### config.mk
export PLATFORM = sky130hd
export DESIGN_NAME = pmm_meas
export DESIGN_NICKNAME = d
export VERILOG_FILES = /design/src/inc/pmm_pkg.sv /design/src/rtl/pmm_meas.sv /design/src/rtl/pmm_avg.sv
export SDC_FILE = /design/constraint.sdc
export NUM_CORES = 2
export LEC_CHECK = 0
export ABC_AREA = 1
export BUFFER_PORTS_ARGS = -buffer_cell sky130_fd_sc_hd__buf_2
export CAP_MARGIN = 20
export CELL_PAD_IN_SITES_DETAIL_PLACEMENT = 0
export CELL_PAD_IN_SITES_GLOBAL_PLACEMENT = 1
export CORE_UTILIZATION = 49
export DETAILED_ROUTE_END_ITERATION = 6
export PLACE_DENSITY = 0.85
export SLEW_MARGIN = 40
export SYNTH_ARGS = -nofsm -noshare
export SYNTH_HDL_FRONTEND = slang
export SYNTH_SLANG_ARGS = --single-unit
### constraint.sdc
create_clock -name CLOCK -period 23.7 [get_ports CLOCK]
set_input_delay 4.74 -clock CLOCK [delete_from_list [all_inputs] [get_ports CLOCK]]
set_output_delay 4.74 -clock CLOCK [all_outputs]
set_load 0.1 [all_outputs]
### src/inc/pmm_pkg.sv
package pmm_pkg;

    // ------------------------------------------------------------
    // Register map
    // ------------------------------------------------------------
    localparam logic [7:0] ADDR_SETUP = 8'h00;
    localparam logic [7:0] ADDR_SHUNT = 8'h01;
    localparam logic [7:0] ADDR_BUS = 8'h02;
    localparam logic [7:0] ADDR_POWER = 8'h03;
    localparam logic [7:0] ADDR_CURRENT = 8'h04;
    localparam logic [7:0] ADDR_CAL = 8'h05;

    localparam logic [15:0] SETUP_RESET = 16'h4127;
    localparam logic [2:0] SETUP_RSVD = 3'h4;
    localparam logic [15:0] RESULT_RESET = 16'h0000;
    localparam logic [14:0] CAL_RESET = 15'h0000;
    localparam logic [15:0] SAT_POS = 16'h7FFF;
    localparam logic [15:0] SAT_NEG = 16'h8000;

    // Setup register layout, bit 15 down to bit 0
    typedef struct packed {
        logic soft_reset;
        logic [2:0] reserved;
        logic [2:0] sample_count_sel;
        logic [2:0] bus_conv_time_sel;
        logic [2:0] shunt_conv_time_sel;
        logic [2:0] mode;
    } pmm_setup_t;

    // Snapshot of the four result words
    typedef struct packed {
        logic [15:0] shunt_value_bits;
        logic [15:0] bus_value_bits;
        logic [15:0] power_value_bits;
        logic [15:0] current_value_bits;
    } pmm_results_t;

    // ------------------------------------------------------------
    // Timing
    // ------------------------------------------------------------
    localparam int CLK_PERIOD_NS = 20;
    localparam int CT_W = 19;
    localparam int CT_TIME_NS [8] = '{140000, 204000, 332000, 588000,
                                      1100000, 2116000, 4156000, 8244000};
    localparam int CT_CYCLES [8] = '{CT_TIME_NS[0] / CLK_PERIOD_NS,
                                     CT_TIME_NS[1] / CLK_PERIOD_NS,
                                     CT_TIME_NS[2] / CLK_PERIOD_NS,
                                     CT_TIME_NS[3] / CLK_PERIOD_NS,
                                     CT_TIME_NS[4] / CLK_PERIOD_NS,
                                     CT_TIME_NS[5] / CLK_PERIOD_NS,
                                     CT_TIME_NS[6] / CLK_PERIOD_NS,
                                     CT_TIME_NS[7] / CLK_PERIOD_NS};

    // Averaging: counts 1,4,16,64,128,256,512,1024 as shifts
    localparam logic [3:0] AVG_SHIFT [8] = '{4'h0, 4'h2, 4'h4, 4'h6,
                                             4'h7, 4'h8, 4'h9, 4'hA};
    localparam int AVG_MAX_SHIFT = 10;

    // Arithmetic scaling
    localparam int CUR_SHIFT = 11;
    localparam logic [31:0] POWER_DIV = 32'h00004E20;

    typedef enum {
        PMM_IDLE,
        PMM_SHUNT_CONV,
        PMM_BUS_CONV,
        PMM_LATCH,
        PMM_CALC_I,
        PMM_CALC_P
    } pmm_state_t;

endpackage : pmm_pkg

### src/rtl/pmm_meas.sv
`timescale 1ns/1ps
module pmm_meas #(
    parameter int CT_CYC [8] = pmm_pkg::CT_CYCLES
) (
    input wire logic CLOCK,
    input wire logic NRST,
    input wire logic CE,
    input wire logic [7:0] REG_ADDR,
    input wire logic REG_WR,
    input wire logic [15:0] REG_WDATA,
    output logic [15:0] REG_RDATA,
    input wire logic signed [15:0] SHUNT_SAMPLE,
    input wire logic [14:0] BUS_SAMPLE,
    output logic BUSY
);
    // ------------------------------------------------------------
    // Parameter checks
    // ------------------------------------------------------------
    // A zero count, or one too wide for the down-counter, would hang a code
    for (genvar gi = 0; gi < 8; gi++)
    begin : g_ct_check
        if (CT_CYC[gi] < 1 || CT_CYC[gi] >= (1 << pmm_pkg::CT_W))
        begin : g_bad_count
            $error("pmm_meas: conversion count out of range");
        end
    end

    // ------------------------------------------------------------
    // Host registers
    // ------------------------------------------------------------
    // Calibration keeps 15 bits; its top bit always reads zero
    pmm_pkg::pmm_setup_t setup_q;
    logic [14:0] cal_q;
    logic setup_wr;
    logic soft_rst;

    // Write decode; a soft reset rides on a setup write
    assign setup_wr = REG_WR && (REG_ADDR == pmm_pkg::ADDR_SETUP);
    assign soft_rst = setup_wr && REG_WDATA[15];

    // Setup and calibration; writes to result offsets are dropped
    always_ff @(posedge CLOCK or negedge NRST)
    begin
        if (!NRST)
        begin
            setup_q <= pmm_pkg::SETUP_RESET;
            cal_q <= pmm_pkg::CAL_RESET;
        end
        else if (CE)
        begin
            if (soft_rst)
            begin
                setup_q <= pmm_pkg::SETUP_RESET;
                cal_q <= pmm_pkg::CAL_RESET;
            end
            else if (setup_wr)
            begin
                setup_q <= REG_WDATA;
                setup_q.soft_reset <= 1'b0; // Self-clearing
                setup_q.reserved <= pmm_pkg::SETUP_RSVD; // Not writable
            end
            else if (REG_WR && REG_ADDR == pmm_pkg::ADDR_CAL)
                cal_q <= REG_WDATA[14:0];
        end
    end

    // ------------------------------------------------------------
    // Mode decode
    // ------------------------------------------------------------
    logic shunt_en;
    logic bus_en;
    logic continuous;
    logic active;
    logic [3:0] avg_shift;
    logic [10:0] last_idx;

    // Bit 0 picks shunt, bit 1 bus, bit 2 repeats; 000 and 100 stay idle
    assign shunt_en = setup_q.mode[0];
    assign bus_en = setup_q.mode[1];
    assign continuous = setup_q.mode[2];
    assign active = shunt_en || bus_en;
    assign avg_shift = pmm_pkg::AVG_SHIFT[setup_q.sample_count_sel];
    assign last_idx = 11'((1 << avg_shift) - 1);

    // ------------------------------------------------------------
    // Conversion sequencer
    // ------------------------------------------------------------
    // Sample index counts 0 to N-1 within one averaged set
    pmm_pkg::pmm_state_t state_q;
    logic [pmm_pkg::CT_W-1:0] cnt_q;
    logic [10:0] idx_q;
    logic run_q;
    logic tick;
    logic shunt_add;
    logic bus_add;
    logic acc_clr;
    logic [pmm_pkg::CT_W-1:0] shunt_ct;
    logic [pmm_pkg::CT_W-1:0] bus_ct;

    // Counter loads count minus one, so tick marks the last cycle
    assign tick = (cnt_q == '0);
    assign shunt_ct = pmm_pkg::CT_W'(CT_CYC[setup_q.shunt_conv_time_sel] - 1);
    assign bus_ct = pmm_pkg::CT_W'(CT_CYC[setup_q.bus_conv_time_sel] - 1);
    assign shunt_add = (state_q == pmm_pkg::PMM_SHUNT_CONV) && tick;
    assign bus_add = (state_q == pmm_pkg::PMM_BUS_CONV) && tick;
    // A setup write throws away the partial sums of the aborted run
    assign acc_clr = setup_wr || (state_q == pmm_pkg::PMM_CALC_P);
    assign BUSY = (state_q != pmm_pkg::PMM_IDLE);

    // Setup write re-arms from idle with fresh settings; triggered
    // modes drop run_q after one complete averaged set
    always_ff @(posedge CLOCK or negedge NRST)
    begin
        if (!NRST)
        begin
            state_q <= pmm_pkg::PMM_IDLE;
            cnt_q <= '0;
            idx_q <= '0;
            run_q <= 1'b1;
        end
        else if (CE)
        begin
            if (setup_wr)
            begin
                state_q <= pmm_pkg::PMM_IDLE;
                idx_q <= '0;
                cnt_q <= '0;
                run_q <= soft_rst || (REG_WDATA[1:0] != 2'h0);
            end
            else
            begin
                cnt_q <= tick ? '0 : cnt_q - 1'b1;
                case (state_q)
                    pmm_pkg::PMM_IDLE:
                    begin
                        if (run_q && active)
                        begin
                            state_q <= shunt_en ? pmm_pkg::PMM_SHUNT_CONV
                                                : pmm_pkg::PMM_BUS_CONV;
                            cnt_q <= shunt_en ? shunt_ct : bus_ct;
                        end
                    end
                    pmm_pkg::PMM_SHUNT_CONV, pmm_pkg::PMM_BUS_CONV:
                    begin
                        if (tick)
                        begin
                            if (state_q == pmm_pkg::PMM_SHUNT_CONV && bus_en)
                            begin
                                state_q <= pmm_pkg::PMM_BUS_CONV;
                                cnt_q <= bus_ct;
                            end
                            else if (idx_q == last_idx)
                            begin
                                state_q <= pmm_pkg::PMM_LATCH;
                                idx_q <= '0;
                            end
                            else
                            begin
                                idx_q <= idx_q + 1'b1;
                                state_q <= shunt_en ? pmm_pkg::PMM_SHUNT_CONV
                                                    : pmm_pkg::PMM_BUS_CONV;
                                cnt_q <= shunt_en ? shunt_ct : bus_ct;
                            end
                        end
                    end
                    pmm_pkg::PMM_LATCH:
                        state_q <= pmm_pkg::PMM_CALC_I;
                    pmm_pkg::PMM_CALC_I:
                        state_q <= pmm_pkg::PMM_CALC_P;
                    pmm_pkg::PMM_CALC_P:
                    begin
                        state_q <= pmm_pkg::PMM_IDLE;
                        run_q <= continuous;
                    end
                    default:
                        state_q <= pmm_pkg::PMM_IDLE;
                endcase
            end
        end
    end

    // ------------------------------------------------------------
    // Averagers
    // ------------------------------------------------------------
    // Running means of the current set, cleared between sets
    logic signed [15:0] shunt_avg;
    logic signed [15:0] bus_avg;

    // Shunt samples are signed and sign-extend into the sum
    pmm_avg #(.W(16), .SHIFT_MAX(pmm_pkg::AVG_MAX_SHIFT)) u_shunt_avg (
        .clk(CLOCK),
        .nrst(NRST),
        .ce(CE),
        .clr(acc_clr),
        .add(shunt_add),
        .sample(SHUNT_SAMPLE),
        .shift(avg_shift),
        .avg(shunt_avg)
    );

    // Bus samples enter as positive words with a zero top bit
    pmm_avg #(.W(16), .SHIFT_MAX(pmm_pkg::AVG_MAX_SHIFT)) u_bus_avg (
        .clk(CLOCK),
        .nrst(NRST),
        .ce(CE),
        .clr(acc_clr),
        .add(bus_add),
        .sample({1'b0, BUS_SAMPLE}),
        .shift(avg_shift),
        .avg(bus_avg)
    );

    // ------------------------------------------------------------
    // Current and power arithmetic
    // ------------------------------------------------------------
    // Products stay within 32 bits; the widest is about 2^30
    pmm_pkg::pmm_results_t res_q;
    logic signed [31:0] cur_prod;
    logic signed [31:0] cur_scaled;
    logic [15:0] cur_sat;
    logic [16:0] cur_mag;
    logic [31:0] pow_prod;
    logic [31:0] pow_scaled;
    logic [15:0] pow_sat;

    // Shunt LSB 2.5 uV, so 7FFF reads 81.9175 mV; unsigned calibration
    // keeps the current sign equal to the shunt sign
    assign cur_prod = 32'(signed'(res_q.shunt_value_bits)) * 32'(signed'({17'h0, cal_q}));
    assign cur_scaled = cur_prod >>> pmm_pkg::CUR_SHIFT;
    // Saturate rather than wrap so an overrange never flips the sign
    always_comb
    begin
        if (cur_scaled > 32'sh00007FFF)
            cur_sat = pmm_pkg::SAT_POS;
        else if (cur_scaled < -32'sh00008000)
            cur_sat = pmm_pkg::SAT_NEG;
        else
            cur_sat = cur_scaled[15:0];
    end

    // Bus LSB 1.25 mV against a 25x power LSB gives the divisor
    assign cur_mag = res_q.current_value_bits[15] ?
        17'(-signed'({res_q.current_value_bits[15], res_q.current_value_bits})) :
        {1'b0, res_q.current_value_bits};
    assign pow_prod = 32'(cur_mag) * 32'(res_q.bus_value_bits);
    assign pow_scaled = pow_prod / pmm_pkg::POWER_DIV;
    assign pow_sat = (pow_scaled > 32'h0000FFFF) ? 16'hFFFF : pow_scaled[15:0];

    // Results move only at the end of a full averaged set or on a soft reset, which clears them; power-down
    // and other aborted runs leave them untouched
    always_ff @(posedge CLOCK or negedge NRST)
    begin
        if (!NRST)
            res_q <= {4{pmm_pkg::RESULT_RESET}};
        else if (CE)
        begin
            if (soft_rst)
                res_q <= {4{pmm_pkg::RESULT_RESET}};
            else if (!setup_wr)
            begin
                if (state_q == pmm_pkg::PMM_LATCH && shunt_en)
                    res_q.shunt_value_bits <= shunt_avg;
                if (state_q == pmm_pkg::PMM_LATCH && bus_en)
                    res_q.bus_value_bits <= {1'b0, bus_avg[14:0]};
                if (state_q == pmm_pkg::PMM_CALC_I)
                    res_q.current_value_bits <= cur_sat;
                if (state_q == pmm_pkg::PMM_CALC_P)
                    res_q.power_value_bits <= pow_sat;
            end
        end
    end

    // ------------------------------------------------------------
    // Read port
    // ------------------------------------------------------------
    // Registered read: data for REG_ADDR appears one cycle later
    always_ff @(posedge CLOCK or negedge NRST)
    begin
        if (!NRST)
            REG_RDATA <= '0;
        else if (CE)
        begin
            case (REG_ADDR)
                pmm_pkg::ADDR_SETUP:
                    REG_RDATA <= setup_q;
                pmm_pkg::ADDR_SHUNT:
                    REG_RDATA <= res_q.shunt_value_bits;
                pmm_pkg::ADDR_BUS:
                    REG_RDATA <= res_q.bus_value_bits;
                pmm_pkg::ADDR_POWER:
                    REG_RDATA <= res_q.power_value_bits;
                pmm_pkg::ADDR_CURRENT:
                    REG_RDATA <= res_q.current_value_bits;
                pmm_pkg::ADDR_CAL:
                    REG_RDATA <= {1'b0, cal_q};
                // Unmapped pointers read as zero
                default:
                    REG_RDATA <= '0;
            endcase
        end
    end
endmodule : pmm_meas

### src/rtl/pmm_avg.sv
`timescale 1ns/1ps
module pmm_avg #(
    parameter int W = 16,
    parameter int SHIFT_MAX = 10
) (
    input wire logic clk,
    input wire logic nrst,
    input wire logic ce,
    input wire logic clr,
    input wire logic add,
    input wire logic signed [W-1:0] sample,
    input wire logic [3:0] shift,
    output logic signed [W-1:0] avg
);
    localparam int SW = W + SHIFT_MAX;

    logic signed [SW-1:0] sum_q;
    logic signed [SW-1:0] shifted;

    // The shift port is four bits wide, so deeper averaging cannot be served
    if (W < 2 || SHIFT_MAX < 1 || SHIFT_MAX > 15)
    begin : g_bad_param
        $error("pmm_avg: unsupported width or shift");
    end

    // ------------------------------------------------------------
    // Accumulator
    // ------------------------------------------------------------
    // Clear wins over add so an aborted run leaves no partial sum
    always_ff @(posedge clk or negedge nrst)
    begin
        if (!nrst)
            sum_q <= '0;
        else if (ce)
        begin
            if (clr)
                sum_q <= '0;
            else if (add)
                sum_q <= sum_q + SW'(sample);
        end
    end

    // Count is a power of two, so the mean is an arithmetic shift
    assign shifted = sum_q >>> shift;
    assign avg = shifted[W-1:0];
endmodule : pmm_avg

==> out/summary.txt <==
result of the run -> finished, final reports clean
root buf cell -> clkbuf_16
Iter 0 DRT Violations -> 2756
routed via count -> 33.4k
P&R area growth vs syn -> 4.91%
post-DP HPWL -> 86.6 mm
post-synthesis sequential area ratio -> 12.8%
worst-case clock skew -> 0.0108 ns
Synth Flop Type -> dfrtp_1
Design Area, Final -> 39600 um^2
first-pass GRT wire length -> 177 mm
met1 Use GR -> 41.4%
total gr overflow -> 0
Post-synth EDFFs -> 0
Crit. End Element -> flip-flop
Reg2Reg Launch Point -> res_q[0]
GRT Total Usage -> 28.5%
WS Path Type -> reg2reg
cts hold-fix bufs -> 0
met3 usage -> 3.39%
commonest cells in the synthesized netlist -> 1202 x nand2_1, 1084 x inv_1, 440 x fa_1, 357 x nor2_1, 260 x nand3_1
largest net degree at the start of global routing -> 79
CP max stage delay -> 0.67 ns
Max Buffers Root-to-Sink -> 2
DR DRC count -> 0
routability cong. -> 0.945
Slowest-stage cell, CP -> dfrtp_1
CTS H-Tree Depth -> 4
hold_sp -> REG_RDATA[12]
area leader, netlist -> fa_1
Yosys reg bits -> 192
cts bufs inserted -> 17
period utilization -> 90.0%
Total Wirelength -> 107 mm
Worst slew margin -> 38.6%
Startpoint Class -> flip-flop
CP Data Required Time -> 24.07 ns
final setup fails -> 0
layout cells sized above 1 -> 10.3%
M2 GR Usage -> 44.0%
YS warnings -> 0
Area contributors post-synth -> fa_1 23%, dfrtp_1 12%, nand2_1 12%
fillcell total -> 7676
Die H -> 279 um
Worst Tran Pin Value -> 0.921 ns
Post-CTS Repair Setup Buffers -> 0
vias in the first global route -> 33.0k
Max Freq -> 46.9 MHz
Final TNS setup -> 0 ns
synth unique cells -> 74
most frequent CP cell -> nand2_1
PortBufs -> 75
Final nets -> 5982
Final ANT Viol Nets -> 0
max cap viols -> 0
most instantiated library cell after synthesis -> nand2_1
Post-Syn Area -> 37700 um^2
Clock Sinks -> 192
WL per Instance -> 17.0 um
drt pass-1 iters -> 6
die area -> 78100 um^2
area share of the largest cell type after synthesis -> 23.4%
Post-DP Area -> 38900 um^2
Synth async-reset ratio -> 100%
die width -> 279 um
Final min period -> 21.34 ns
Initial Utilization -> 49.6%
CP Launch Point -> res_q[0]
Syn Area/Cell -> 7.16 um^2
Register Area -> 4810 um^2
final hold violation count -> 0
gr busiest metal -> met2
critical path arrival -> 21.71 ns
drt via density -> 5.32
CTS tree -> built
clk slew on worst S/H paths -> 0.08 ns
CP Max Fanout -> 16
Final Max Tran Viols -> 0
unrepaired setup endpoints after global routing -> no
worst min path class -> reg2reg
clk_lat worst skew -> 0.49 ns
Core Rows -> 101
Gate Count Post-Synth -> 5263
Core ar. -> 76100 um^2
Multi-input gate area -> 27900 um^2
Top-Level Pins -> 76
worst hold slack -> 0.480 ns
initial antenna violation count -> 4
==> through the flow <==
| step | std cells | utilization [%] | setup slack (ns) |
|---|---|---|---|
| final | 6275 | 52.0 | 2.36 |
| after floorplan | 5277 | - | 5.51 |
| after global routing | 6275 | 52.0 | 0.0279 |
| after CTS | 6273 | 52.0 | 2.27 |
| after global placement | 6243 | 51.1 | 2.60 |
| after detailed placement | 6243 | 51.2 | 2.31 |
==> what timing repair did <==
action / in CTS / in global routing
endpoints found under the hold margin: 0 / 0
endpoints found under the setup margin: 0 / 1
gates resized for setup: 0 / 5
==> registers in the layout, summed over array words and instances, names as in the netlist <==
signal	cells
u_bus_avg.sum_q	26
state_q	3
continuous	1
bus_en	1
REG_RDATA	16
setup_q	10
u_shunt_avg.sum_q	26
cal_q	15
idx_q	11
res_q	63
run_q	1
cnt_q	19
==> worst max-delay path: cells and delay by family (launching register included) <==
kind | cells | cell delay [ns]
flops | 1 | 0.67
xor+xnor | 2 | 0.69
fa+ha+maj | 8 | 3.55
compound gates | 3 | 0.72
simple gates | 111 | 13.83
buf+inv | 15 | 1.68
==> kinds of logic (layout without fill, tap and decap cells) <==
kind of cell,Yosys count,count (layout),share of synthesized area [%]
buf+inv,1308,1274,13.5
xor+xnor,137,137,3.23
compound gates,677,677,10.9
other cells,2,18,0.0199
flops,192,192,12.8
fa+ha+maj,691,691,31.7
simple gates,2251,2251,27.7
mux,5,5,0.133
==> cells in the final DEF (no fill, tap or decap), types with 15 or more instances in the layout <==
cell type and n:
nand2_2 159, nand2_4 62, o22ai_1 116, fa_1 439, inv_1 1080, o211ai_1 15
o21ai_0 253, dfrtp_1 184, inv_2 37, nor2_2 36, xor2_1 94, nand2_1 1200
clkinv_1 15, buf_2 74, o31ai_1 18, nand3_1 260, buf_4 24, o21ai_1 16
xnor2_1 40, nand3_2 23, nor2_1 353, clkbuf_16 17, o221ai_1 24, ha_1 251
conb_1 16, nand4_1 41, nor3_1 52, a21oi_1 132
==> final cells by class <==
| class | instances | area share (%) |
|---|---|---|
| multi-input combinational | 3777 | 70.6 |
| sequential | 192 | 12.2 |
| inverter | 1144 | 11.0 |
| tap | 1030 | 3.26 |
| timing repair buffer | 100 | 1.46 |
| clock buffer | 19 | 1.09 |
| clock inverter | 11 | 0.389 |
| antenna | 2 | 0.0127 |
==> routing by layer <==
metal  vias up  wire length (um)
met5         -                 0
met4         0              3470
met3       153              6930
met2      1043             46600
met1     15984             49500
li1      16186                 -
==> final timing paths <==
kind                                          to  slack [ns]  cells past startpoint
setup / recovery                       res_q[16]        2.36                    139
hold / removal                     REG_RDATA[12]        0.48                      2
setup reg to reg                       res_q[16]        2.36                    139
hold reg to reg                    REG_RDATA[12]        0.48                      2
max in group asynchronous           REG_RDATA[0]       17.53                      3
min in group asynchronous  u_shunt_avg.sum_q[11]        4.27                      1
Power is left out: the tool's default activity adds up to more than one toggle a clock period on the data nets, which glitch-free logic cannot reach.
